==> src/logic/count_timer_pkg.sv <==
/*
 Shared constants for the count timer and its interrupt acceptance logic.
 Assumes an 8-bit register port and an 11-bit processor address space.
*/
`default_nettype none
package count_timer_pkg;
	// Register map
	localparam logic [10:0] COUNT_VALUE_ADDR   = 11'h008;
	localparam logic [10:0] COUNT_CONTROL_ADDR = 11'h009;
	// Control register fields
	localparam int ZERO_FLAG_BIT   = 7;
	localparam int IRQ_MASK_BIT    = 6;
	localparam int SOURCE_BIT      = 5;
	localparam int PIN_ENABLE_BIT  = 4;
	localparam int DIV_CLEAR_BIT   = 3;
	localparam int DIV_SELECT_HI   = 2;
	localparam int DIV_SELECT_LO   = 0;
	// Option byte fields
	localparam int LEGACY_OPT_BIT  = 6;
	// Reset values
	localparam logic ZERO_FLAG_RESET = 1'b0;
	localparam logic IRQ_MASK_RESET  = 1'b1;
	localparam logic GLOBAL_MASK_RESET = 1'b1;
	// Timing
	localparam int CLK_PERIOD_NS     = 10;
	localparam int MACHINE_DIV       = 4;
	localparam int MACHINE_CYCLE_NS  = CLK_PERIOD_NS * MACHINE_DIV;
	localparam int RESET_HOLD_CYCLES = (MACHINE_CYCLE_NS + CLK_PERIOD_NS - 1) / CLK_PERIOD_NS + 1;
	localparam logic [1:0] MACHINE_LAST = 2'(MACHINE_DIV - 1);
	// Prescaler
	localparam int DIV_WIDTH = 7;
	// Interrupt sources
	typedef enum logic [1:0] {src_none, src_external, src_timer, src_trap} irq_src_t;
	// Prescaler input modes
	typedef enum logic [1:0] {mode_internal, mode_gated, mode_off, mode_external} input_mode_t;
endpackage
`default_nettype wire

==> src/logic/level_sync.sv <==
/*
 Two-stage synchroniser for levels arriving from outside the clock domain.
 Assumes inputs are slow compared with the clock.
*/
`timescale 1ns/1ps
`default_nettype none
module level_sync #(
	parameter int WIDTH = 1
) (
	// Clock and control
	input  wire logic             ref_clk_in,
	input  wire logic             rstn_in,
	input  wire logic             ce_in,
	// Level
	input  wire logic [WIDTH-1:0] async_in,
	output logic      [WIDTH-1:0] sync_out
);
	logic [WIDTH-1:0] meta_reg;

	// First stage feeds only the second
	always_ff @(posedge ref_clk_in) begin
		if (!rstn_in) begin
			meta_reg <= '0;
			sync_out <= '0;
		end else if (ce_in) begin
			meta_reg <= async_in;
			sync_out <= meta_reg;
		end
	end
endmodule
`default_nettype wire

==> src/logic/divider_chain.sv <==
/*
 Seven-bit clearable prescaler with a selectable power-of-two output tap.
 Assumes tick_in is a one-cycle strobe on the same clock.
*/
`timescale 1ns/1ps
`default_nettype none
module divider_chain
	import count_timer_pkg::*;
#(
	parameter int WIDTH = DIV_WIDTH
) (
	// Clock and control
	input  wire logic       ref_clk_in,
	input  wire logic       rstn_in,
	input  wire logic       ce_in,
	// Divider control
	input  wire logic       clear_in,
	input  wire logic       tick_in,
	input  wire logic [2:0] select_in,
	// Divided strobe
	output logic            tick_out
);
	logic [WIDTH-1:0] stage_reg;
	logic [WIDTH-1:0] stage_next;
	logic             tap_hit;

	function automatic logic [WIDTH-1:0] tap_mask(input logic [2:0] sel);
		tap_mask = WIDTH'((1 << sel) - 1);
	endfunction

	always_comb begin
		stage_next = stage_reg + WIDTH'(1);
		tap_hit    = (select_in == 3'h0) || ((stage_reg & tap_mask(select_in)) == tap_mask(select_in));
	end

	// Clear beats a coincident tick, so no truncated period follows a clear
	always_ff @(posedge ref_clk_in) begin
		if (!rstn_in) begin
			stage_reg <= '0;
		end else if (ce_in) begin
			if (clear_in) begin
				stage_reg <= '0;
			end else if (tick_in) begin
				stage_reg <= stage_next;
			end
		end
	end

	// Ratio 1 for code 0, else two to the code
	always_ff @(posedge ref_clk_in) begin
		if (!rstn_in) begin
			tick_out <= 1'b0;
		end else if (ce_in) begin
			tick_out <= tick_in && !clear_in && tap_hit;
		end
	end
endmodule
`default_nettype wire

==> src/logic/count_timer.sv <==
/*
 Eight-bit down counter with prescaler, input modes, zero flag and the
 processor-side interrupt acceptance (global mask, external latch, trap).
 Assumes the core pulses instr_done_in at each instruction boundary and
 holds option_byte_in steady; timer and interrupt pins are asynchronous.
*/
// Behaviour
// Eight-bit counter, loadable by software, decrements on each prescaled tick.
// Step from 01 to 00 sets the zero flag, control bit 7.
// Interrupt servicing leaves the zero flag; only software or reset clears it.
// Counter interrupt reaches processor only with counter mask and global mask clear.
// Counter wraps from 00 to ff and keeps counting down.
// Counter readable any time without disturbance; reset leaves it unchanged.
// Writing 1 to control bit 3 clears prescaler; bit 3 reads 0.
// Mode bits 5:4 both zero: internal clock, count pin ignored.
// Pin enable 1, source 0: internal clock ANDed with count pin.
// Pin enable 0, source 1: no prescaler input, counter disabled.
// Both bits set: prescaler clocked by the external count pin.
// Internal count clock is oscillator divided by four.
// Legacy option: bits 5,2,1,0 loaded from option byte, not writable.
// Legacy option: control bits 4 and 3 read as 1.
// Any reset clears the zero flag.
// External interrupt pin synchronised, falling edge latched, held while masked.
// Masked counter request vanishes if software clears the flag first.
// Hardware requests are checked only at instruction boundaries.
// Acceptance pushes state, sets global mask, loads vector.
// External request beats counter request at the same boundary.
// Software trap runs regardless of global mask, entered like interrupts.
// Outside party holds reset low longer than one machine cycle.
// Select code picks ratio 1 to 128; code 0 bypasses prescaler.
// Counter mask bit resets to 1.
`timescale 1ns/1ps
`default_nettype none
module count_timer
	import count_timer_pkg::*;
#(
	parameter logic [10:0] EXT_VECTOR   = 11'h7fa,
	parameter logic [10:0] TIMER_VECTOR = 11'h7f8,
	parameter logic [10:0] TRAP_VECTOR  = 11'h7fc
) (
	// Clock, reset, enable
	input  wire logic        ref_clk_in,
	input  wire logic        rstn_in,
	input  wire logic        ce_in,
	// Register port
	input  wire logic [10:0] addr_in,
	input  wire logic [7:0]  wdata_in,
	input  wire logic        wr_in,
	input  wire logic        rd_in,
	output logic      [7:0]  rdata_out,
	// Option byte strap
	input  wire logic [7:0]  option_byte_in,
	// Pins
	input  wire logic        count_pin_in,
	input  wire logic        ext_irq_pin_in,
	// Core side
	input  wire logic        instr_done_in,
	input  wire logic        soft_trap_in,
	input  wire logic        mask_clear_in,
	input  wire logic        mask_set_in,
	output logic             accept_out,
	output irq_src_t         accept_src_out,
	output logic      [10:0] vector_out,
	output logic             global_mask_out
);
	// Control state
	logic        zero_flag_reg;
	logic        irq_mask_reg;
	logic        source_reg;
	logic        pin_enable_reg;
	logic [2:0]  select_reg;
	logic        legacy_reg;
	logic [7:0]  count_reg;
	logic [1:0]  machine_reg;
	logic        ext_pend_reg;
	logic        trap_pend_reg;
	logic        pin_prev_reg;
	logic        irq_prev_reg;
	// Combinational, plus registered outputs of the submodules
	logic        count_pin_sync;
	logic        irq_pin_sync;
	logic        machine_tick;
	logic        pre_tick;
	logic        div_tick;
	logic        div_clear;
	logic        wr_control;
	logic        wr_count;
	logic        timer_req;
	logic        take_ext;
	logic        take_timer;
	logic        take_trap;
	logic        eff_pin_enable;
	input_mode_t mode;
	logic [7:0]  control_view;

	function automatic input_mode_t decode_mode(input logic pin_en, input logic src);
		case ({pin_en, src})
			2'b00:   decode_mode = mode_internal;
			2'b10:   decode_mode = mode_gated;
			2'b01:   decode_mode = mode_off;
			2'b11:   decode_mode = mode_external;
			default: decode_mode = mode_off;
		endcase
	endfunction

	level_sync #(
		.WIDTH(2)
	) u_pin_sync (
		.ref_clk_in (ref_clk_in),
		.rstn_in    (rstn_in),
		.ce_in      (ce_in),
		.async_in   ({count_pin_in, ext_irq_pin_in}),
		.sync_out   ({count_pin_sync, irq_pin_sync})
	);

	divider_chain #(
		.WIDTH(DIV_WIDTH)
	) u_divider (
		.ref_clk_in (ref_clk_in),
		.rstn_in    (rstn_in),
		.ce_in      (ce_in),
		.clear_in   (div_clear),
		.tick_in    (pre_tick),
		.select_in  (select_reg),
		.tick_out   (div_tick)
	);

	// Legacy mode forces the pin enable on
	always_comb begin
		wr_control     = wr_in && (addr_in == COUNT_CONTROL_ADDR);
		wr_count       = wr_in && (addr_in == COUNT_VALUE_ADDR);
		div_clear      = wr_control && !legacy_reg && wdata_in[DIV_CLEAR_BIT];
		eff_pin_enable = legacy_reg ? 1'b1 : pin_enable_reg;
		mode           = decode_mode(eff_pin_enable, source_reg);
		machine_tick   = (machine_reg == MACHINE_LAST);
		case (mode)
			mode_internal: pre_tick = machine_tick;
			mode_gated:    pre_tick = machine_tick && count_pin_sync;
			mode_off:      pre_tick = 1'b0;
			mode_external: pre_tick = count_pin_sync && !pin_prev_reg;
			default:       pre_tick = 1'b0;
		endcase
	end

	// Machine cycle divider
	always_ff @(posedge ref_clk_in) begin
		if (!rstn_in) begin
			machine_reg <= 2'h0;
		end else if (ce_in) begin
			machine_reg <= machine_tick ? 2'h0 : machine_reg + 2'h1;
		end
	end

	// Edge history of synchronised pins
	always_ff @(posedge ref_clk_in) begin
		if (!rstn_in) begin
			pin_prev_reg <= 1'b0;
			irq_prev_reg <= 1'b0;
		end else if (ce_in) begin
			pin_prev_reg <= count_pin_sync;
			irq_prev_reg <= irq_pin_sync;
		end
	end

	// Configuration bits; strap sampled while reset is held
	always_ff @(posedge ref_clk_in) begin
		if (!rstn_in) begin
			legacy_reg     <= option_byte_in[LEGACY_OPT_BIT];
			source_reg     <= option_byte_in[SOURCE_BIT];
			pin_enable_reg <= option_byte_in[PIN_ENABLE_BIT];
			select_reg     <= option_byte_in[DIV_SELECT_HI:DIV_SELECT_LO];
		end else if (ce_in && wr_control && !legacy_reg) begin
			source_reg     <= wdata_in[SOURCE_BIT];
			pin_enable_reg <= wdata_in[PIN_ENABLE_BIT];
			select_reg     <= wdata_in[DIV_SELECT_HI:DIV_SELECT_LO];
		end
	end

	// Mask bit stays writable in both modes
	always_ff @(posedge ref_clk_in) begin
		if (!rstn_in) begin
			irq_mask_reg <= IRQ_MASK_RESET;
		end else if (ce_in && wr_control) begin
			irq_mask_reg <= wdata_in[IRQ_MASK_BIT];
		end
	end

	// No reset: elapsed time since the last zero survives a reset
	always_ff @(posedge ref_clk_in) begin
		if (ce_in) begin
			if (wr_count) begin
				count_reg <= wdata_in;
			end else if (div_tick) begin
				count_reg <= count_reg - 8'h01;
			end
		end
	end

	// Hardware set beats a software clear in the same cycle
	always_ff @(posedge ref_clk_in) begin
		if (!rstn_in) begin
			zero_flag_reg <= ZERO_FLAG_RESET;
		end else if (ce_in) begin
			if (div_tick && !wr_count && count_reg == 8'h01) begin
				zero_flag_reg <= 1'b1;
			end else if (wr_control) begin
				zero_flag_reg <= wdata_in[ZERO_FLAG_BIT];
			end
		end
	end

	always_comb begin
		control_view = {zero_flag_reg, irq_mask_reg, source_reg, eff_pin_enable, legacy_reg, select_reg};
	end

	// Read data valid the cycle after the strobe only
	always_ff @(posedge ref_clk_in) begin
		if (!rstn_in) begin
			rdata_out <= 8'h00;
		end else if (ce_in) begin
			if (rd_in && addr_in == COUNT_CONTROL_ADDR) begin
				rdata_out <= control_view;
			end else if (rd_in && addr_in == COUNT_VALUE_ADDR) begin
				rdata_out <= count_reg;
			end else begin
				rdata_out <= 8'h00;
			end
		end
	end

	// Interrupt acceptance at the boundary, fixed priority
	always_comb begin
		timer_req  = zero_flag_reg && !irq_mask_reg;
		take_ext   = instr_done_in && !global_mask_out && ext_pend_reg;
		take_timer = instr_done_in && !global_mask_out && !ext_pend_reg && timer_req;
		take_trap  = instr_done_in && !take_ext && !take_timer && trap_pend_reg;
	end

	// New falling edge wins over the acceptance clear
	always_ff @(posedge ref_clk_in) begin
		if (!rstn_in) begin
			ext_pend_reg <= 1'b0;
		end else if (ce_in) begin
			if (irq_prev_reg && !irq_pin_sync) begin
				ext_pend_reg <= 1'b1;
			end else if (take_ext) begin
				ext_pend_reg <= 1'b0;
			end
		end
	end

	always_ff @(posedge ref_clk_in) begin
		if (!rstn_in) begin
			trap_pend_reg <= 1'b0;
		end else if (ce_in) begin
			if (soft_trap_in) begin
				trap_pend_reg <= 1'b1;
			end else if (take_trap) begin
				trap_pend_reg <= 1'b0;
			end
		end
	end

	// Acceptance sets the mask even against a coincident clear
	always_ff @(posedge ref_clk_in) begin
		if (!rstn_in) begin
			global_mask_out <= GLOBAL_MASK_RESET;
		end else if (ce_in) begin
			if (take_ext || take_timer || take_trap || mask_set_in) begin
				global_mask_out <= 1'b1;
			end else if (mask_clear_in) begin
				global_mask_out <= 1'b0;
			end
		end
	end

	// Core pushes state on accept_out; the zero flag is left alone
	always_ff @(posedge ref_clk_in) begin
		if (!rstn_in) begin
			accept_out     <= 1'b0;
			accept_src_out <= src_none;
			vector_out     <= 11'h000;
		end else if (ce_in) begin
			accept_out <= take_ext || take_timer || take_trap;
			if (take_ext) begin
				accept_src_out <= src_external;
				vector_out     <= EXT_VECTOR;
			end else if (take_timer) begin
				accept_src_out <= src_timer;
				vector_out     <= TIMER_VECTOR;
			end else if (take_trap) begin
				accept_src_out <= src_trap;
				vector_out     <= TRAP_VECTOR;
			end
		end
	end

	// Assertions
	a_zero_flag_set: assert property (@(posedge ref_clk_in) disable iff (!rstn_in)
		ce_in && div_tick && !wr_count && count_reg == 8'h01 |=> zero_flag_reg && count_reg == 8'h00)
		else $error("zero flag not set on step to zero");
	a_count_wraps: assert property (@(posedge ref_clk_in) disable iff (!rstn_in)
		ce_in && div_tick && !wr_count && count_reg == 8'h00 |=> count_reg == 8'hff)
		else $error("counter did not wrap to ff");
	a_clear_reads_zero: assert property (@(posedge ref_clk_in) disable iff (!rstn_in)
		ce_in && rd_in && addr_in == COUNT_CONTROL_ADDR && !legacy_reg |=> rdata_out[DIV_CLEAR_BIT] == 1'b0)
		else $error("prescaler clear bit read nonzero");
	a_legacy_reads_ones: assert property (@(posedge ref_clk_in) disable iff (!rstn_in)
		ce_in && rd_in && addr_in == COUNT_CONTROL_ADDR && legacy_reg |=> rdata_out[4:3] == 2'b11)
		else $error("legacy bits 4 and 3 not read as one");
	a_timer_gated: assert property (@(posedge ref_clk_in) disable iff (!rstn_in)
		ce_in && (irq_mask_reg || !zero_flag_reg || global_mask_out)
		|=> !(accept_out && accept_src_out == src_timer))
		else $error("counter interrupt taken while masked");
	a_ext_first: assert property (@(posedge ref_clk_in) disable iff (!rstn_in)
		ce_in && instr_done_in && !global_mask_out && ext_pend_reg && timer_req
		|=> accept_out && accept_src_out == src_external)
		else $error("external request not serviced first");
	a_boundary_only: assert property (@(posedge ref_clk_in) disable iff (!rstn_in)
		ce_in && !instr_done_in |=> !accept_out)
		else $error("interrupt accepted mid instruction");
	a_accept_masks: assert property (@(posedge ref_clk_in) disable iff (!rstn_in)
		accept_out |-> global_mask_out && vector_out != 11'h000)
		else $error("accept without mask set or vector");
	a_trap_unmasked: assert property (@(posedge ref_clk_in) disable iff (!rstn_in)
		ce_in && instr_done_in && trap_pend_reg && global_mask_out && !soft_trap_in
		|=> accept_out && accept_src_out == src_trap)
		else $error("trap blocked by global mask");
	a_off_mode_idle: assert property (@(posedge ref_clk_in) disable iff (!rstn_in)
		ce_in && mode == mode_off |=> !div_tick)
		else $error("prescaler fed while disabled");
	a_legacy_locked: assert property (@(posedge ref_clk_in) disable iff (!rstn_in)
		ce_in && wr_control && legacy_reg |=> $stable(select_reg) && $stable(source_reg))
		else $error("legacy configuration bits changed by write");

	c_timer_taken: cover property (@(posedge ref_clk_in) accept_out && accept_src_out == src_timer);
	c_ext_taken: cover property (@(posedge ref_clk_in) accept_out && accept_src_out == src_external);
	c_trap_taken: cover property (@(posedge ref_clk_in) accept_out && accept_src_out == src_trap);
	c_wrap: cover property (@(posedge ref_clk_in) div_tick && count_reg == 8'h00);
	c_gated_tick: cover property (@(posedge ref_clk_in) mode == mode_gated && pre_tick);
endmodule
`default_nettype wire

==> config.mk <==
export PLATFORM = sky130hd
export DESIGN_NAME = count_timer
export DESIGN_NICKNAME = d
export VERILOG_FILES = /design/src/logic/count_timer_pkg.sv /design/src/logic/level_sync.sv /design/src/logic/divider_chain.sv /design/src/logic/count_timer.sv
export SDC_FILE = /design/constraint.sdc
export NUM_CORES = 1
export LEC_CHECK = 0
export ABC_AREA = 1
export BUFFER_PORTS_ARGS = -buffer_cell sky130_fd_sc_hd__buf_4
export CAP_MARGIN = 10
export CORE_MARGIN = 8
export CORE_UTILIZATION = 25
export CTS_CLUSTER_DIAMETER = 120
export DETAILED_ROUTE_END_ITERATION = 16
export GPL_TIMING_DRIVEN = 0
export SETUP_SLACK_MARGIN = 0.15
export SLEW_MARGIN = 20
export SYNTH_ARGS = -nofsm -noshare
export SYNTH_HDL_FRONTEND = slang
export SYNTH_HIERARCHICAL = 1
export SYNTH_SLANG_ARGS = --single-unit
==> constraint.sdc <==
create_clock -name ref_clk_in -period 5.38 [get_ports ref_clk_in]
set_input_delay 1.076 -clock ref_clk_in [delete_from_list [all_inputs] [get_ports ref_clk_in]]
set_output_delay 1.076 -clock ref_clk_in [all_outputs]
set_load 0.02 [all_outputs]
Yosys cells after proc, flatten, opt, wreduce, memory -nomap -nowiden
Index checks and enable logic that the tools add are counted.

operators by class
  equality and inequality tests = 12
  mux-type cells = 30
  bitwise logic cells = 1
  shifts and indexed selects = 1
  add/subtract/negate cells = 4
  reductions and logical operators = 54

operators with widths
  operator                                               count
  2-to-1 mux 11 bit                                      3
  2-to-1 mux 8 bit                                       4
  logical AND 1 bit                                      23
  equality test 11 x 4 -> 1 bit (second input constant)  2
  2-to-1 mux 7 bit                                       2
  AND reduction 2 bit                                    7
  2-to-1 mux 1 bit                                       13
  nonzero test 2 bit                                     6
  equality test 2 bit (second input constant)            5
  logical NOT 1 bit                                      10
  equality test 8 x 1 -> 1 bit (second input constant)   1
  2-to-1 mux 2 bit                                       4
  one-hot mux 2 bit (4 select lines)                     1
  subtractor 8 x 1 -> 8 bit (second input constant)      1
  adder 7 x 1 -> 7 bit (second input constant)           1
  AND 7 bit                                              1
  equality test 7 bit                                    1
  << shifter 1 x 3 -> 7 bit (first input constant)       1
  subtractor 7 x 2 -> 7 bit (second input constant)      1
  2-to-1 mux 3 bit                                       2
  equality test 2 x 1 -> 1 bit (second input constant)   2
  logical NOT 2 bit                                      2
  logical OR 1 bit                                       4
  one-hot mux 1 bit (4 select lines)                     1
  other kinds (4)                                        4

storage, ports and cells
  input bits = 38
  bits in registers = 57

Longest topological paths before layout
  depth after elaboration = 11
  mapped depth = 13
  gate-level depth less buffers = 13

By module
Netlist, hierarchy kept.

by module, submodules not included
  module         instances  cells an instance  sequential area each (um^2)  area an instance (um^2)
  count_timer    1          256                880.8                        1,949.4
  divider_chain  1          88                 160.2                        564.3
  level_sync     1          25                 80.1                         166.4

Least setup slack after synthesis
No wires, ideal clock.

  path type = input to register
  start point = in addr_in[2]
  end point = reg u_divider.stage_reg[6]
  cell stages on the path = 12
  setup time = 0.139 ns
  required time = 5.241 ns
  arrival = 2.500 ns
  slack = 2.741 ns
  buffers on the path = 0
  cells stage by stage = inv_1 -> nand2_1 -> nor2_1 -> nand3_1 -> nor3b_1 -> inv_2 -> a21oi_4 -> nand3_2 -> inv_2 -> nand3_2 -> o21ai_0 -> a21oi_1

on the way
  longest elaborated chain between the ends = 6

RTL lines
  item                               line                 text
  start, declared                    count_timer.sv:46    input wire logic [10:0] addr_in,
  equality test 11 x 4 -> 1 bit *    count_timer.sv:130   wr_control = wr_in && (addr_in == COUNT_CONTROL_ADDR);
  logical AND 1 bit *                count_timer.sv:130
  logical AND 1 bit * (2 in series)  count_timer.sv:132   div_clear = wr_control && !legacy_reg && wdata_in[DIV_CLEAR_BIT];
  via div_clear                      count_timer.sv:85    logic div_clear;
  nonzero test 2 bit (no line)       --
  AND reduction 2 bit (no line)      --
  end signal, assigned               divider_chain.sv:44  stage_reg <= stage_next;
  end, declared                      divider_chain.sv:23  logic [WIDTH-1:0] stage_reg;

Mark *: on every way through the listed nets, which the timed path passes. The rest lies on a longest branch.
A chain may end at the register's enable or synchronous reset.

Worst setup path in the final report
Same ends and word-level chain as after synthesis.

==> metrics.yaml <==
status:
  status: "finished, final reports clean"
placement:
  place_area_um2: 3283
  dp_cells: 566
  gp_congestion: 0.8056
  io_buffers: 57
  dp_hpwl_um: 5530
grt:
  grt_antenna_before_repair: 0
  grt_pass1_wl_um: 11470
  grt_usage: 0.09810
  grt.overflow.total: 0
  grt_pass1_vias: 2425
  grt_max_degree: 17
floorplan:
  std_cell_rows: 38
  die_w_um: 119.5
  fp.dieArea_um2: 14290
  core_area_um2: 10650
  initial_core_util: 0.2516
  io_pins: 61
  die_y_um: 119.5
cells_and_area:
  area_delta_synth_final_pct: 25.82
  fin_cells: 574
  fin_area_um2: 3372
  drive_above_1_share: 0.2373
  nets: 476
  seqCellArea_um2: 1121
  multi_input_area_um2: 1251
  antenna_cells: 0
  n_fill_cell: 1185
yosys:
  synth.area.mux_share: 0
  yosys.area_share.simple: 0.3198
  yosysWarnings: 6
  syn_area_per_cell_um2: 7.263
  synth_top_family_by_area: "simple AND/OR/NAND/NOR gates"
  seq_area_frac_synth: 0.4183
  syn_area_um2: 2680
  synth_cells: 369
  synth_compound_area_frac: 0.1125
  async_flop_share: 0
  syn_nets: 412
  ys.flop_type: "dfxtp_1"
  synth_edf_count: 14
  ys_types: 38
  synthAdderAreaFrac: 0.02334
  synth-seq-cells: 49
  synth_xor_xnor_area_share: 0.009804
sta:
  setup_viol: 0
  rsz0062_at_grt: "false"
  period_share: 0.5165
  setup_tns_ps: 0
  final_max_slew_viol_count: 0
  hold_viol: 0
  finalCriticalPeriod_ps: 2779
  worst_pin_slew_ps: 769.8
  skew_ps: 4.084
  timing.fmax_ghz: 0.3598
  slew_headroom: 0.4814
worst_setup_path:
  crit_fanout: 6
  r2r_slack_ps: 3500
  arrival_ps: 2950
  rr_worst_depth: 8
  critPathLaunchType: "input pin"
  path_class: "in -> reg"
  setup.worst_path.end_class: "flip-flop"
  required_ps: 5550
drt:
  via_per_inst: 4.375
  postRouteAntennaNets: 0
  drt_wl_total_um: 6940
  avgRoutedWirePerCell_um: 12.09
  vias: 2511
  drt_first_pass_iters: 4
  drtIter0Drc: 128
  drc: 0
clock_network:
  clk_pin_slew_ps: 100
  h-tree-depth: 2
  clk_latency_ps: 300
  clock_path_buffers: 2
  cts_tree: "done"
  cts_made_buffers: 5
  root_buffer: "clkbuf_8"
  ctsResizeCount: 0
  clock_sinks: 49
  cts_hold_buf: 0
  cts_setup_buffers: 0
worst_hold_path:
  hold_path.class: "reg -> reg"
  min_path_cells: 2
pwr:
  total_leakage_power_uw: 0.001541
  power_uw: 761.3
  max-vdd-ir-drop_uv: 123.4
  power.density_nw_per_um2: 225.8
flow_run:
  maxCapViolations: 0
==> layout make-up <==
cell class / instances / share of cell area
multi-input cells: 253 / 0.3711
clock inverters: 3 / 0.005937
repair buffers: 57 / 0.1269
flip-flops and latches: 49 / 0.3325
plain buffers: 18 / 0.03673
inverters: 49 / 0.05455
well taps: 140 / 0.05195
clock buffers: 5 / 0.02041
==> synth_stat cells, types with 2 or more instances <==
master	count	share of area
inv_1	45	0.063
nand3_1	26	0.049
nor2_1	57	0.080
nor2_4	4	0.017
o21ai_2	4	0.013
buf_4	9	0.025
edfxtp_1	14	0.16
inv_2	3	0.0042
nand2_1	89	0.12
dfxtp_1	35	0.26
nand3_2	3	0.011
ha_1	5	0.023
buf_6	2	0.0084
buf_2	6	0.011
a31oi_1	2	0.0047
a21oi_2	2	0.0065
xnor2_1	2	0.0065
nor3_1	6	0.011
nand4_1	5	0.012
o21ai_0	15	0.028
a21oi_1	18	0.034
==> report_power, final <==
part	switching, uW	internal (uW)
clock	135	93.0
sequential	12.6	396
combinational	69.1	55.7
==> layout by cell type, fill, tap and decap left out, types with 2 or more instances in the layout <==
cell type	netlist	layout
a21oi_1	18	18
ha_1	5	5
o21ai_2	4	4
clkbuf_8	0	5
nor2_4	4	4
buf_4	9	66
buf_6	2	2
edfxtp_1	14	14
xnor2_1	2	2
inv_2	3	3
a21oi_2	2	2
nor2_1	57	57
nand2_1	89	89
nand3_1	26	26
buf_2	6	6
o21ai_0	15	15
nand3_2	3	3
dfxtp_1	35	35
nor3_1	6	6
a31oi_1	2	2
inv_1	45	45
nand4_1	5	5
==> worst paths after layout <==
check                                  from                                   to
max                              addr_in[2]  u_divider/stage_reg[6]$_SDFFE_PN0P_
max reg2reg            legacy_reg$_DFFE_PN_  u_divider/stage_reg[6]$_SDFFE_PN0P_
min reg2reg  accept_src_out[0]$_SDFFE_PN0P_       accept_src_out[0]$_SDFFE_PN0P_
min          accept_src_out[0]$_SDFFE_PN0P_       accept_src_out[0]$_SDFFE_PN0P_
==> layer usage <==
layer | up-vias | track usage | wire, um
met5 | - | 0 | 0
met4 | 0 | 0.04762 | 239
met3 | 21 | 0.02442 | 350
met2 | 60 | 0.1718 | 3538
met1 | 1134 | 0.1090 | 2811
li1 | 1296 | - | -
==> critical path, cell delays in order <==
cell and delay, ps:
buf_4 110, inv_1 40, nand2_1 90, nor2_1 290, nand3_1 120, nor3b_1 400
inv_2 90, a21oi_4 220, nand3_2 110, inv_2 80, nand3_2 80, o21ai_0 160
a21oi_1 80
==> per-stage QoR <==
| stage | utilization | worst slack (ps) | hold slack (ps) |
|---|---|---|---|
| after floorplan | - | 2741 | 440.5 |
| after global placement | 0.3083 | 2348 | 441.9 |
| after detailed placement | 0.3083 | 2291 | 456.6 |
| after CTS | 0.3166 | 2620 | 472.4 |
| after global routing | 0.3166 | 2347 | 492.7 |
| final | 0.3166 | 2601 | 465.6 |
==> cell families after synthesis <==
| family | count (synthesis) |
|---|---|
| AO/OA/AOI/OAI | 49 |
| XOR/XNOR | 3 |
| adder cells (fa/ha/maj) | 5 |
| buffers and inverters | 67 |
| flip-flops | 49 |
| other | 1 |
| AND/OR/NAND/NOR | 195 |
Power figures use the tool's default switching activity.
